File: config.mk
export PLATFORM = sky130hd
export DESIGN_NAME = fpc_top
export DESIGN_NICKNAME = d
export VERILOG_FILES = /design/src/fpc_ctl_store.v /design/src/fpc_top.v
export VERILOG_INCLUDE_DIRS = /design/src /design/src/src
export SDC_FILE = /design/constraint.sdc
export NUM_CORES = 1
export LEC_CHECK = 0
export BUFFER_PORTS_ARGS = -buffer_cell sky130_fd_sc_hd__buf_4
export CAP_MARGIN = 20
export CORE_MARGIN = 5
export CORE_UTILIZATION = 54
export CTS_CLUSTER_DIAMETER = 120
export CTS_CLUSTER_SIZE = 25
export DETAILED_ROUTE_END_ITERATION = 6
export PLACE_DENSITY = 0.81
export SLEW_MARGIN = 20
export SYNTH_ARGS = -nofsm -noshare
export SYNTH_HDL_FRONTEND = slang
export SYNTH_HIERARCHICAL = 1
export SYNTH_SLANG_ARGS = --single-unit
File: constraint.sdc
create_clock -name clk -period 4.75 [get_ports clk]
set_input_delay 0.95 -clock clk [delete_from_list [all_inputs] [get_ports clk]]
set_output_delay 0.95 -clock clk [all_outputs]
set_load 0.01 [all_outputs]
File: src/fpc_defs.vh
// Shared constants for the floating-point coprocessor host attachment
`ifndef FPC_DEFS_VH
`define FPC_DEFS_VH
// Bus and word widths
`define FPC_W          16
`define FPC_UPC_W      9
`define FPC_CW_W       104
`define FPC_CNT_W      8
// Microaddresses of the sequencing steps
`define FPC_U_MON      9'h000
`define FPC_U_CAPT     9'h001
`define FPC_U_EX1      9'h002
`define FPC_U_EX2      9'h003
`define FPC_U_DEC      9'h004
`define FPC_U_RD       9'h005
`define FPC_U_RDW      9'h006
`define FPC_U_CMP      9'h007
`define FPC_U_WR       9'h008
`define FPC_U_SYNC     9'h009
`define FPC_U_SVC      9'h00A
`define FPC_U_TRP      9'h00B
`define FPC_U_TVEC     9'h00C
// Host microinstruction codes
`define FPC_HC_FETCH   16'hF001
`define FPC_HC_FPCONF  16'hF002
`define FPC_HC_NOP     16'h0000
`define FPC_HC_READ    16'h2001
`define FPC_HC_WRITE   16'h2002
`define FPC_HC_SVC     16'h3001
`define FPC_HC_TRAP    16'h3002
`define FPC_TRAP_VEC   16'h00A4
// Control word fields
`define FPC_CW_MIB_DRV 0
`define FPC_CW_DAL_DRV 1
`define FPC_CW_FAST    2
`define FPC_CW_CNT_DEC 3
// Instruction fields
`define FPC_OPC_HI     15
`define FPC_OPC_LO     12
`define FPC_FP_CLASS   4'hF
`define FPC_OP_HI      11
`define FPC_OP_LO      8
`define FPC_AC_HI      7
`define FPC_AC_LO      6
`define FPC_SD_HI      5
`define FPC_SD_LO      0
// Transfer sizes and loop steps
`define FPC_WORDS_SGL  8'h02
`define FPC_WORDS_DBL  8'h04
`define FPC_ITER_DEF   8'h08
`define FPC_STEP_NORM  8'h01
`define FPC_STEP_FAST  8'h02
`define FPC_ONE        8'h01
// Flow status bits and format bits
`define FPC_FL_ISFP    0
`define FPC_FL_DBL     1
`define FPC_FL_ERR     2
`define FPC_FL_FAST    3
`define FPC_FMT_FD     0
`define FPC_FMT_FL     1
`endif

File: src/fpc_ctl_store.v
// Control store: wide control word and host microinstruction per microaddress
`timescale 1ns/1ps
`default_nettype none
`include "fpc_defs.vh"
module fpc_ctl_store
(
  input  wire [`FPC_UPC_W-1:0] upc,
  output wire [`FPC_CW_W-1:0]  ctl_word,
  output wire [`FPC_W-1:0]     host_code
);

  // Control word bank; unused fields read as zero
  function [`FPC_CW_W-1:0] cw_rom;
    input [`FPC_UPC_W-1:0] a;
    begin
      cw_rom = {`FPC_CW_W{1'b0}};
      case (a)
        `FPC_U_RD, `FPC_U_RDW, `FPC_U_SYNC, `FPC_U_SVC, `FPC_U_TVEC:
        begin
          cw_rom[`FPC_CW_MIB_DRV] = 1'b1;
        end
        `FPC_U_CMP:
        begin
          cw_rom[`FPC_CW_MIB_DRV] = 1'b1;
          cw_rom[`FPC_CW_FAST]    = 1'b1;
          cw_rom[`FPC_CW_CNT_DEC] = 1'b1;
        end
        `FPC_U_WR, `FPC_U_TRP:
        begin
          cw_rom[`FPC_CW_MIB_DRV] = 1'b1;
          cw_rom[`FPC_CW_DAL_DRV] = 1'b1;
        end
        default:
        begin
          cw_rom = {`FPC_CW_W{1'b0}};
        end
      endcase
    end
  endfunction

  // Host microinstruction bank, one 16-bit word per microaddress
  function [`FPC_W-1:0] hc_rom;
    input [`FPC_UPC_W-1:0] a;
    begin
      case (a)
        `FPC_U_RD:   hc_rom = `FPC_HC_READ;
        `FPC_U_WR:   hc_rom = `FPC_HC_WRITE;
        `FPC_U_SVC:  hc_rom = `FPC_HC_SVC;
        `FPC_U_TRP:  hc_rom = `FPC_HC_TRAP;
        `FPC_U_TVEC: hc_rom = `FPC_TRAP_VEC;
        default:     hc_rom = `FPC_HC_NOP;
      endcase
    end
  endfunction

  // One microaddress selects both words
  assign ctl_word  = cw_rom(upc);
  assign host_code = hc_rom(upc);

endmodule
`default_nettype wire

File: src/fpc_top.v
// Coprocessor attachment: bus monitor, sequencer, host control and transfer logic
`timescale 1ns/1ps
`default_nettype none
`include "fpc_defs.vh"
module fpc_top
#(
  parameter [`FPC_CNT_W-1:0] ITER_COUNT = `FPC_ITER_DEF
)
(
  input  wire                  clk,
  input  wire                  sys_rst,
  input  wire                  host_rst,
  input  wire [`FPC_W-1:0]     micro_instr_bus_i,
  output reg  [`FPC_W-1:0]     micro_instr_bus_o,
  output reg                   micro_instr_bus_oe,
  input  wire [`FPC_W-1:0]     data_addr_lines_i,
  output reg  [`FPC_W-1:0]     data_addr_lines_o,
  output reg                   data_addr_lines_oe,
  output reg                   control_select,
  input  wire                  fmt_double_float,
  input  wire                  fmt_long_int,
  output reg  [1:0]            precision_format_sel,
  output reg  [`FPC_W-1:0]     fp_instr_reg,
  output reg  [`FPC_W-1:0]     dp_operand,
  output reg                   dp_operand_vld,
  output reg                   dp_start,
  output reg                   dp_fast,
  output reg                   dp_result_rd,
  input  wire [`FPC_W-1:0]     dp_result,
  input  wire                  dp_error,
  input  wire [3:0]            dp_fault_code,
  input  wire [3:0]            dp_cond_codes,
  output reg  [3:0]            fault_code_reg,
  output reg  [`FPC_W-1:0]     fault_addr_reg,
  output reg  [3:0]            flow_status_part,
  output reg  [3:0]            cond_code_part,
  output reg  [`FPC_CNT_W-1:0] loop_count,
  output reg                   loop_count_borrow,
  output reg  [`FPC_UPC_W-1:0] micro_pc
);

  // Sequencing steps share codes with the control store addresses
  localparam [`FPC_UPC_W-1:0] S_MON  = `FPC_U_MON;
  localparam [`FPC_UPC_W-1:0] S_CAPT = `FPC_U_CAPT;
  localparam [`FPC_UPC_W-1:0] S_EX1  = `FPC_U_EX1;
  localparam [`FPC_UPC_W-1:0] S_EX2  = `FPC_U_EX2;
  localparam [`FPC_UPC_W-1:0] S_DEC  = `FPC_U_DEC;
  localparam [`FPC_UPC_W-1:0] S_RD   = `FPC_U_RD;
  localparam [`FPC_UPC_W-1:0] S_RDW  = `FPC_U_RDW;
  localparam [`FPC_UPC_W-1:0] S_CMP  = `FPC_U_CMP;
  localparam [`FPC_UPC_W-1:0] S_WR   = `FPC_U_WR;
  localparam [`FPC_UPC_W-1:0] S_SYNC = `FPC_U_SYNC;
  localparam [`FPC_UPC_W-1:0] S_SVC  = `FPC_U_SVC;
  localparam [`FPC_UPC_W-1:0] S_TRP  = `FPC_U_TRP;
  localparam [`FPC_UPC_W-1:0] S_TVEC = `FPC_U_TVEC;

  // Next values
  reg  [`FPC_UPC_W-1:0] upc_d;
  reg                   control_select_d;
  reg  [`FPC_W-1:0]     instr_d;
  reg  [`FPC_W-1:0]     fetch_addr_q;
  reg  [`FPC_W-1:0]     fetch_addr_d;
  reg                   is_fp_q;
  reg                   is_fp_d;
  reg  [1:0]            fmt_d;
  reg  [`FPC_CNT_W-1:0] cnt_d;
  reg  [`FPC_CNT_W-1:0] step;
  reg                   borrow;
  reg  [`FPC_W-1:0]     internal_bus;
  reg                   opv_d;
  reg                   start_d;
  reg                   rrd_d;
  reg  [3:0]            fcode_d;
  reg  [`FPC_W-1:0]     faddr_d;
  reg  [3:0]            flow_d;
  reg  [3:0]            cc_d;
  reg                   force_upc_zero;
  wire [`FPC_CW_W-1:0]  cw_next;
  wire [`FPC_W-1:0]     hc_next;
  wire [`FPC_CW_W-1:0]  cw_now;

  // Words per operand follow the float precision
  function [`FPC_CNT_W-1:0] last_word;
    input dbl;
    begin
      last_word = (dbl ? `FPC_WORDS_DBL : `FPC_WORDS_SGL) - `FPC_ONE;
    end
  endfunction

  // Store is read at the next address so bus outputs can be registered
  fpc_ctl_store u_store_next
  (
    .upc       (upc_d),
    .ctl_word  (cw_next),
    .host_code (hc_next)
  );

  // Current word, for the fast stepping decision
  // Its host code output is not needed here
  fpc_ctl_store u_store_now
  (
    .upc       (micro_pc),
    .ctl_word  (cw_now),
    .host_code ()
  );

  // Fast stepping halves loop time; host bus still gets one code per clock
  always @*
  begin
    step = (dp_fast && cw_now[`FPC_CW_CNT_DEC]) ? `FPC_STEP_FAST : `FPC_STEP_NORM;
    borrow = (loop_count < step);
  end

  // Internal bus source select
  always @*
  begin
    case (micro_pc)
      S_CAPT:  internal_bus = data_addr_lines_i;
      S_RDW:   internal_bus = data_addr_lines_i;
      S_EX2:   internal_bus = {{(`FPC_W-`FPC_CNT_W){1'b0}}, last_word(precision_format_sel[`FPC_FMT_FD])};
      S_WR:    internal_bus = dp_result;
      default: internal_bus = {{(`FPC_W-`FPC_CNT_W){1'b0}}, loop_count};
    endcase
  end

  // Sequencer
  always @*
  begin
    upc_d          = micro_pc;
    control_select_d         = control_select;
    instr_d        = fp_instr_reg;
    fetch_addr_d   = fetch_addr_q;
    is_fp_d        = is_fp_q;
    fmt_d          = precision_format_sel;
    cnt_d          = loop_count;
    opv_d          = 1'b0;
    start_d        = 1'b0;
    rrd_d          = 1'b0;
    fcode_d        = fault_code_reg;
    faddr_d        = fault_addr_reg;
    flow_d         = flow_status_part;
    cc_d           = cond_code_part;
    force_upc_zero = host_rst;
    case (micro_pc)
      S_MON:
      begin
        // Fetch cycle carries the instruction address on the data lines
        if (micro_instr_bus_i == `FPC_HC_FETCH)
        begin
          fetch_addr_d = data_addr_lines_i;
          upc_d        = S_CAPT;
        end
      end
      S_CAPT:
      begin
        instr_d = internal_bus;
        upc_d   = S_EX1;
      end
      S_EX1:
      begin
        // Speculative set-up; left in place, unused, if the host declines
        is_fp_d = (fp_instr_reg[`FPC_OPC_HI:`FPC_OPC_LO] == `FPC_FP_CLASS);
        fmt_d   = {fmt_long_int, fmt_double_float};
        upc_d   = S_EX2;
      end
      S_EX2:
      begin
        cnt_d = internal_bus[`FPC_CNT_W-1:0];
        flow_d[`FPC_FL_ISFP] = is_fp_q;
        flow_d[`FPC_FL_DBL]  = precision_format_sel[`FPC_FMT_FD];
        upc_d = S_DEC;
      end
      S_DEC:
      begin
        if ((micro_instr_bus_i == `FPC_HC_FPCONF) && is_fp_q)
        begin
          control_select_d = 1'b1;
          flow_d[`FPC_FL_ERR] = 1'b0;
          upc_d  = S_RD;
        end
        else
        begin
          force_upc_zero = 1'b1;
        end
      end
      S_RD:
      begin
        upc_d = S_RDW;
      end
      S_RDW:
      begin
        opv_d = 1'b1;
        if (borrow)
        begin
          cnt_d   = ITER_COUNT - `FPC_ONE;
          start_d = 1'b1;
          upc_d   = S_CMP;
        end
        else
        begin
          cnt_d = loop_count - step;
          upc_d = S_RD;
        end
      end
      S_CMP:
      begin
        // Host sees no-operation codes for the whole loop
        if (borrow)
        begin
          cc_d = dp_cond_codes;
          if (dp_error)
          begin
            flow_d[`FPC_FL_ERR] = 1'b1;
            upc_d = S_TRP;
          end
          else
          begin
            cnt_d = last_word(precision_format_sel[`FPC_FMT_FD]);
            rrd_d = 1'b1;
            upc_d = S_WR;
          end
        end
        else
        begin
          cnt_d = loop_count - step;
        end
      end
      S_WR:
      begin
        if (borrow)
        begin
          upc_d = S_SYNC;
        end
        else
        begin
          cnt_d = loop_count - step;
          rrd_d = 1'b1;
        end
      end
      S_SYNC:
      begin
        upc_d = S_SVC;
      end
      S_SVC:
      begin
        control_select_d = 1'b0;
        upc_d  = S_MON;
      end
      S_TRP:
      begin
        fcode_d = dp_fault_code;
        faddr_d = fetch_addr_q;
        upc_d   = S_TVEC;
      end
      S_TVEC:
      begin
        control_select_d = 1'b0;
        upc_d  = S_MON;
      end
      default:
      begin
        force_upc_zero = 1'b1;
      end
    endcase
    if (force_upc_zero)
    begin
      upc_d  = S_MON;
      control_select_d = 1'b0;
    end
  end

  // State and output registers
  always @(posedge clk)
  begin
    if (sys_rst)
    begin
      micro_pc             <= S_MON;
      control_select       <= 1'b0;
      micro_instr_bus_o    <= `FPC_HC_NOP;
      micro_instr_bus_oe   <= 1'b0;
      data_addr_lines_o    <= {`FPC_W{1'b0}};
      data_addr_lines_oe   <= 1'b0;
      fp_instr_reg         <= {`FPC_W{1'b0}};
      fetch_addr_q         <= {`FPC_W{1'b0}};
      is_fp_q              <= 1'b0;
      precision_format_sel <= 2'h0;
      loop_count           <= {`FPC_CNT_W{1'b0}};
      loop_count_borrow    <= 1'b0;
      dp_operand           <= {`FPC_W{1'b0}};
      dp_operand_vld       <= 1'b0;
      dp_start             <= 1'b0;
      dp_fast              <= 1'b0;
      dp_result_rd         <= 1'b0;
      fault_code_reg       <= 4'h0;
      fault_addr_reg       <= {`FPC_W{1'b0}};
      flow_status_part     <= 4'h0;
      cond_code_part       <= 4'h0;
    end
    else
    begin
      micro_pc             <= upc_d;
      control_select       <= control_select_d;
      // Drivers only open while in control
      micro_instr_bus_o    <= control_select_d ? hc_next : `FPC_HC_NOP;
      micro_instr_bus_oe   <= control_select_d & cw_next[`FPC_CW_MIB_DRV];
      data_addr_lines_o    <= (upc_d == S_TRP) ? {{(`FPC_W-4){1'b0}}, dp_fault_code} : dp_result;
      data_addr_lines_oe   <= control_select_d & cw_next[`FPC_CW_DAL_DRV];
      fp_instr_reg         <= instr_d;
      fetch_addr_q         <= fetch_addr_d;
      is_fp_q              <= is_fp_d;
      precision_format_sel <= fmt_d;
      loop_count           <= cnt_d;
      loop_count_borrow    <= (cnt_d < `FPC_ONE) ;
      dp_operand           <= opv_d ? internal_bus : dp_operand;
      dp_operand_vld       <= opv_d;
      dp_start             <= start_d;
      dp_fast              <= cw_next[`FPC_CW_FAST];
      dp_result_rd         <= rrd_d;
      fault_code_reg       <= fcode_d;
      fault_addr_reg       <= faddr_d;
      // Fast bit follows the step being entered; the rest comes from sequencing
      flow_status_part     <= {cw_next[`FPC_CW_FAST], flow_d[`FPC_FL_ERR:0]};
      cond_code_part       <= cc_d;
    end
  end

endmodule
`default_nettype wire

==> results of run 1 <==
## worst max path at each step
stage	from	to	slack, ns	cells after the start
after detailed placement	micro_pc[2]$_SDFF_PP0_	micro_instr_bus_o[0]$_SDFF_PP0_	0.58	13
after global routing	micro_pc[2]$_SDFF_PP0_	micro_instr_bus_o[0]$_SDFF_PP0_	0.22	13
after floorplan	micro_pc[3]$_SDFF_PP0_	micro_instr_bus_o[5]$_SDFF_PP0_	1.05	16
final	micro_pc[2]$_SDFF_PP0_	micro_instr_bus_o[0]$_SDFF_PP0_	0.50	13
after global placement	micro_pc[2]$_SDFF_PP0_	micro_instr_bus_o[0]$_SDFF_PP0_	0.68	13
after CTS	micro_pc[2]$_SDFF_PP0_	micro_instr_bus_o[0]$_SDFF_PP0_	0.57	13
## power by group through the flow
stage	clock (uW)	combinational, uW	sequential, uW
floorplan	0	38.4	1180
global placement	0	110	1170
detailed placement	0	110	1170
CTS	1320	111	1150
global route	1380	120	1150
finish	1310	112	1150
## critical path, stage by stage, from the launching register on
cell and delay [ns]:
dfxtp_1 0.69, nand4b_1 0.16, nor2_1 0.11, nand2_1 0.14, fa_1 0.48, or4_1 0.57, nor2_1 0.39, a2bb2oi_1 0.33
nor4_1 0.19, nor2_1 0.30, inv_2 0.06, or4b_4 0.51, a21oi_2 0.14, and2_1 0.12
## layer usage
layer | vias to the layer above | global-route usage, % | routed length (microns)
met4 | 0 | 10.38 | 335
met2 | 205 | 44.60 | 8206
met5 | - | 0 | 0
li1 | 2620 | - | -
met1 | 2568 | 35.21 | 7514
met3 | 28 | 8.043 | 1309
## layout by cell type (no fill, tap or decap), types with 3 or more instances in the layout
master and count:
nand4b_1 3, inv_1 5, nor2_1 72, nor4_1 7
conb_1 19, o211ai_1 4, a222oi_1 6, nor3_1 15
clkinv_4 7, buf_4 187, a21oi_1 66, or2_2 4
o21ai_0 14, mux2i_1 5, a21oi_2 3, dfxtp_1 135
nand2_1 100, nand3b_1 3, and2_1 23, nor2b_1 11
a211oi_1 33, a31oi_1 3, nand4_1 6, clkbuf_16 16
nand3_1 12, o31ai_1 3, and2_2 10
## final cells by class
cell class	count	area (sq um)
clock buffers	18	427.9
repair buffers	187	1404
well taps	136	170.2
flip-flops and latches	135	2703
multi-input cells	478	2686
clock inverters	14	166.4
fillers	775	2651
inverters	6	22.52
## stage by stage
step	cells	cell area (sq um)
final	974	7580
after global routing	974	7580
after CTS	974	7571
after detailed placement	942	6977
after global placement	942	6977
after floorplan	673	5664
==> impl_metrics.tcl, run 1 <==
set metrics [dict create \
    final_layout_size_suffix_gt1_share_pct 30.31 \
    row_count 37 \
    rsz0062_at_grt "false" \
    worst_pin_slew_ns 0.9198 \
    hold_path.class "register to register" \
    via_per_inst 5.566 \
    drv_slew 0 \
    die_h_microns 111.8 \
    wirelength_microns 17370 \
    slew_headroom_pct 38.57 \
    netlist_area_sq_um 5600 \
    p_leak_uw 0.003043 \
    cts_hold_buf 0 \
    dpl_worst_slack_ns 0.5772 \
    drc 0 \
    num-nets-final 890 \
    clock-root-buffer "clkbuf_8" \
    dr_total_vias 5421 \
    core_region_area_sq_um 10230 \
    cellPowerDensity_nw_per_um2 338.5 \
    grt-ovfl-total 0 \
    crit_arrival_ns 4.73 \
    grt_pass1_wl_microns 27740 \
    gp_congestion 0.8889 \
    grt_max_degree 78 \
    cts_tree "yes" \
    maxCapViolCount 0 \
    avgSynthCellArea_sq_um 8.537 \
    fin_util_pct 74.09 \
    clkLatencyLatePin_ns 0.53 \
    finalCritPeriodShare_pct 89.58 \
    setup_violations 0 \
    fin_setup_tns_ns 0 \
    post_cts_buffers 0 \
    p_switching_uw 592.0 \
    drt_iter0_markers 448 \
    drt_pass1_iterations 5 \
    antenna_found_initial 0 \
    swShare_pct 23.08 \
    antenna_cells 0 \
    fmax_ghz 0.2350 \
    h-tree-depth 4 \
    irDropWorstVdd_v 0.0002689 \
    clkTransAtPathRegs_ns 0.06 \
    cts.path.max_buffers 2 \
    worst_ep_required_time_ns 5.22 \
    cts_sinks 135 \
    start_util_pct 54.74 \
    skew_ns 0.006512 \
    seqPwrFrac_pct 44.7 \
    clock_power_share_pct 50.9 \
    area_growth_pct 35.34 \
    finalPower_uw 2566 \
    rr_endpoint "micro_instr_bus_o[0]$_SDFF_PP0_" \
    cp-end-kind "register" \
    min_period_ns 4.255 \
    fp.dieArea_sq_um 12510 \
    min_to "fault_addr_reg[9]$_SDFFE_PP0N_" \
    reg2reg_depth 13 \
    fin_hold_ws_ns 0.4538 \
    ys_warn_count 6 \
    pin_count 181 \
    status "finished clean" \
    p_comb_share_pct 4.4 \
    grt_pass1_vias 5367 \
    syn_inst 656 \
    r2r_start "micro_pc[2]$_SDFF_PP0_" \
    p_int_uw 1974 \
    holdPathStages 2 \
    fin_ws_ns 0.4950 \
    place_hpwl_microns 12810 \
    r2r_setup_slack_ns 0.50 \
    io_buffers 180 \
    hold_violations 0 \
    numCtsBuffers 17 \
    wl_per_cell_microns 17.83 \
    min_from "fault_addr_reg[9]$_SDFFE_PP0N_" \
    die_w_microns 111.8 \
    ant_nets 0 \
    track_usage_pct 27.67 \
    critPathLaunchType "register" \
    post_cts_resized 0 \
    criticalPathCategory "register to register" \
    path_max_fanout 20 \
]
Power figures use the tool's default switching activity.
==> inputs of run 2 (changes only) <==
ABC_AREA = 1   (was default)
CORE_UTILIZATION = 55   (was 54)
CTS_CLUSTER_SIZE = 30   (was 25)
==> impl_metrics.tcl, run 2 <==
set metrics [dict create \
    netlist_area_sq_um 6027 \
    row_count 38 \
    setup_violations 0 \
    cts_hold_buf 0 \
    track_usage_pct 26.95 \
    via_per_inst 5.076 \
    slew_headroom_pct 41.14 \
    crit_chain "inv_1 -> nand3_2 -> nor2_1 -> nand2_1 -> inv_1 -> nand2_1 -> ha_1 -> inv_1 -> fa_1 -> nor2_1 -> nand2_1 -> nor2_1 -> o21ai_0 -> nor3_1 -> nand3_1 -> nand2_1 -> nand3_1 -> o21ai_1 -> nor2_1" \
    drt_iter0_markers 741 \
    post_cts_buffers 0 \
    place_hpwl_microns 13410 \
    grt-ovfl-total 0 \
    r2r_setup_slack_ns 0.73 \
    fin_setup_tns_ns 0 \
    wirelength_microns 17920 \
    crit_arrival_ns 4.39 \
    worst_pin_slew_ns 0.8771 \
    clkLatencyLatePin_ns 0.52 \
    wl_per_cell_microns 14.73 \
    antenna_cells 0 \
    skew_ns 0.01473 \
    final_common_cell "nor2_1" \
    critPathLaunchType "register" \
    layout_common_cells "nor2_1, buf_4, inv_1, dfxtp_1, nand2_1" \
    start_util_pct 55.84 \
    fp.dieArea_sq_um 13150 \
    cp-end-kind "register" \
    hold_path.class "register to register" \
    gp_congestion 0.9442 \
    cts_sinks 135 \
    hold_violations 0 \
    numCtsBuffers 17 \
    avgSynthCellArea_sq_um 6.849 \
    status "finished clean" \
    grt_max_degree 60 \
    criticalPathCategory "register to register" \
    drt_pass1_iterations 5 \
    irDropWorstVdd_v 0.0002230 \
    cts.path.max_buffers 2 \
    critical_path.max_stage_delay_ns 0.70 \
    worst_ep_required_time_ns 5.12 \
    ant_nets 0 \
    drc 0 \
    rsz0062_at_grt "false" \
    maxCapViolCount 0 \
    critical_path.slowest_cell "o21ai_1" \
    cellPowerDensity_nw_per_um2 312.5 \
    grt_pass1_vias 5556 \
    core_region_area_sq_um 10790 \
    p_leak_uw 0.004100 \
    path_max_fanout 14 \
    layout.cells.non_filler 1217 \
    final_layout_size_suffix_gt1_share_pct 23.12 \
    fmax_ghz 0.2486 \
    finalCritPeriodShare_pct 84.68 \
    antenna_found_initial 0 \
    die_w_microns 114.7 \
    dp.cells 1185 \
    io_buffers 180 \
    syn_inst 880 \
    ys_warn_count 6 \
    drv_slew 0 \
    cts_tree "yes" \
    h-tree-depth 4 \
    post_cts_resized 0 \
    die_h_microns 114.7 \
    dr_total_vias 6177 \
    fill_cells 913 \
    pin_count 181 \
    area_growth_pct 32.88 \
    grt_pass1_wl_microns 27950 \
    min_period_ns 4.022 \
    clkTransAtPathRegs_ns 0.07 \
    clock-root-buffer "clkbuf_8" \
    num-nets-final 1129 \
]
==> run 2: where the power goes <==
part           switching, uW  total, uW  internal [uW]
Sequential              5.15       1150           1140
Clock                    556       1230            679
Combinational           64.3        121           56.7
Total                    625       2500           1880
==> run 2: layer usage <==
metal | GRT usage, % | part of all wire (%) | routed length [microns] | vias to the layer above
li1 | - | - | - | 3083
met3 | 5.867 | 10 | 1836 | 23
met5 | 0 | 0 | 0 | -
met4 | 8.314 | 1.3 | 241 | 0
met1 | 34.87 | 40 | 7212 | 2746
met2 | 44.90 | 48 | 8634 | 325
==> run 2: stage by stage <==
step / power, uW / hold slack [ns] / worst slack (ns) / utilization, % / cell area [sq um]
final: 2503 / 0.4462 / 0.7276 / 74.21 / 8009
after global routing: 2586 / 0.4704 / 0.3417 / 74.21 / 8009
after CTS: 2515 / 0.4466 / 0.8229 / 74.21 / 8009
after detailed placement: 1292 / 0.4371 / 0.8645 / 69.01 / 7448
after global placement: 1291 / 0.4335 / 1.032 / 69.01 / 7448
after floorplan: 1226 / 0.4422 / 1.592 / - / 6102
==> run 2: final timing paths <==
path,start,endpoint,cells after the start
max,micro_pc[3]$_SDFF_PP0_,data_addr_lines_o[14]$_SDFF_PP0_,19
min,fault_addr_reg[10]$_SDFFE_PP0N_,fault_addr_reg[10]$_SDFFE_PP0N_,2
max reg2reg,micro_pc[3]$_SDFF_PP0_,data_addr_lines_o[14]$_SDFF_PP0_,19
min reg2reg,fault_addr_reg[10]$_SDFFE_PP0N_,fault_addr_reg[10]$_SDFFE_PP0N_,2
==> run 2: cell type report <==
type,count,area [sq um],share of cell area [%]
multi-input cells,565,2589,32.32
inverters,162,608.1,7.593
well taps,140,175.2,2.187
flip-flops and latches,135,2703,33.74
clock buffers,18,427.9,5.343
repair buffers,183,1374,17.15
clock inverters,14,132.6,1.656
==> run 2: critical path, delay by kind of cell (launching register included) <==
kind / cells / cell delay (ns)
buffers and inverters: 3 / 0.16
flip-flops: 1 / 0.45
AND/OR/NAND/NOR: 12 / 1.79
AO/OA/AOI/OAI: 2 / 0.91
adder cells (fa/ha/maj): 2 / 0.56
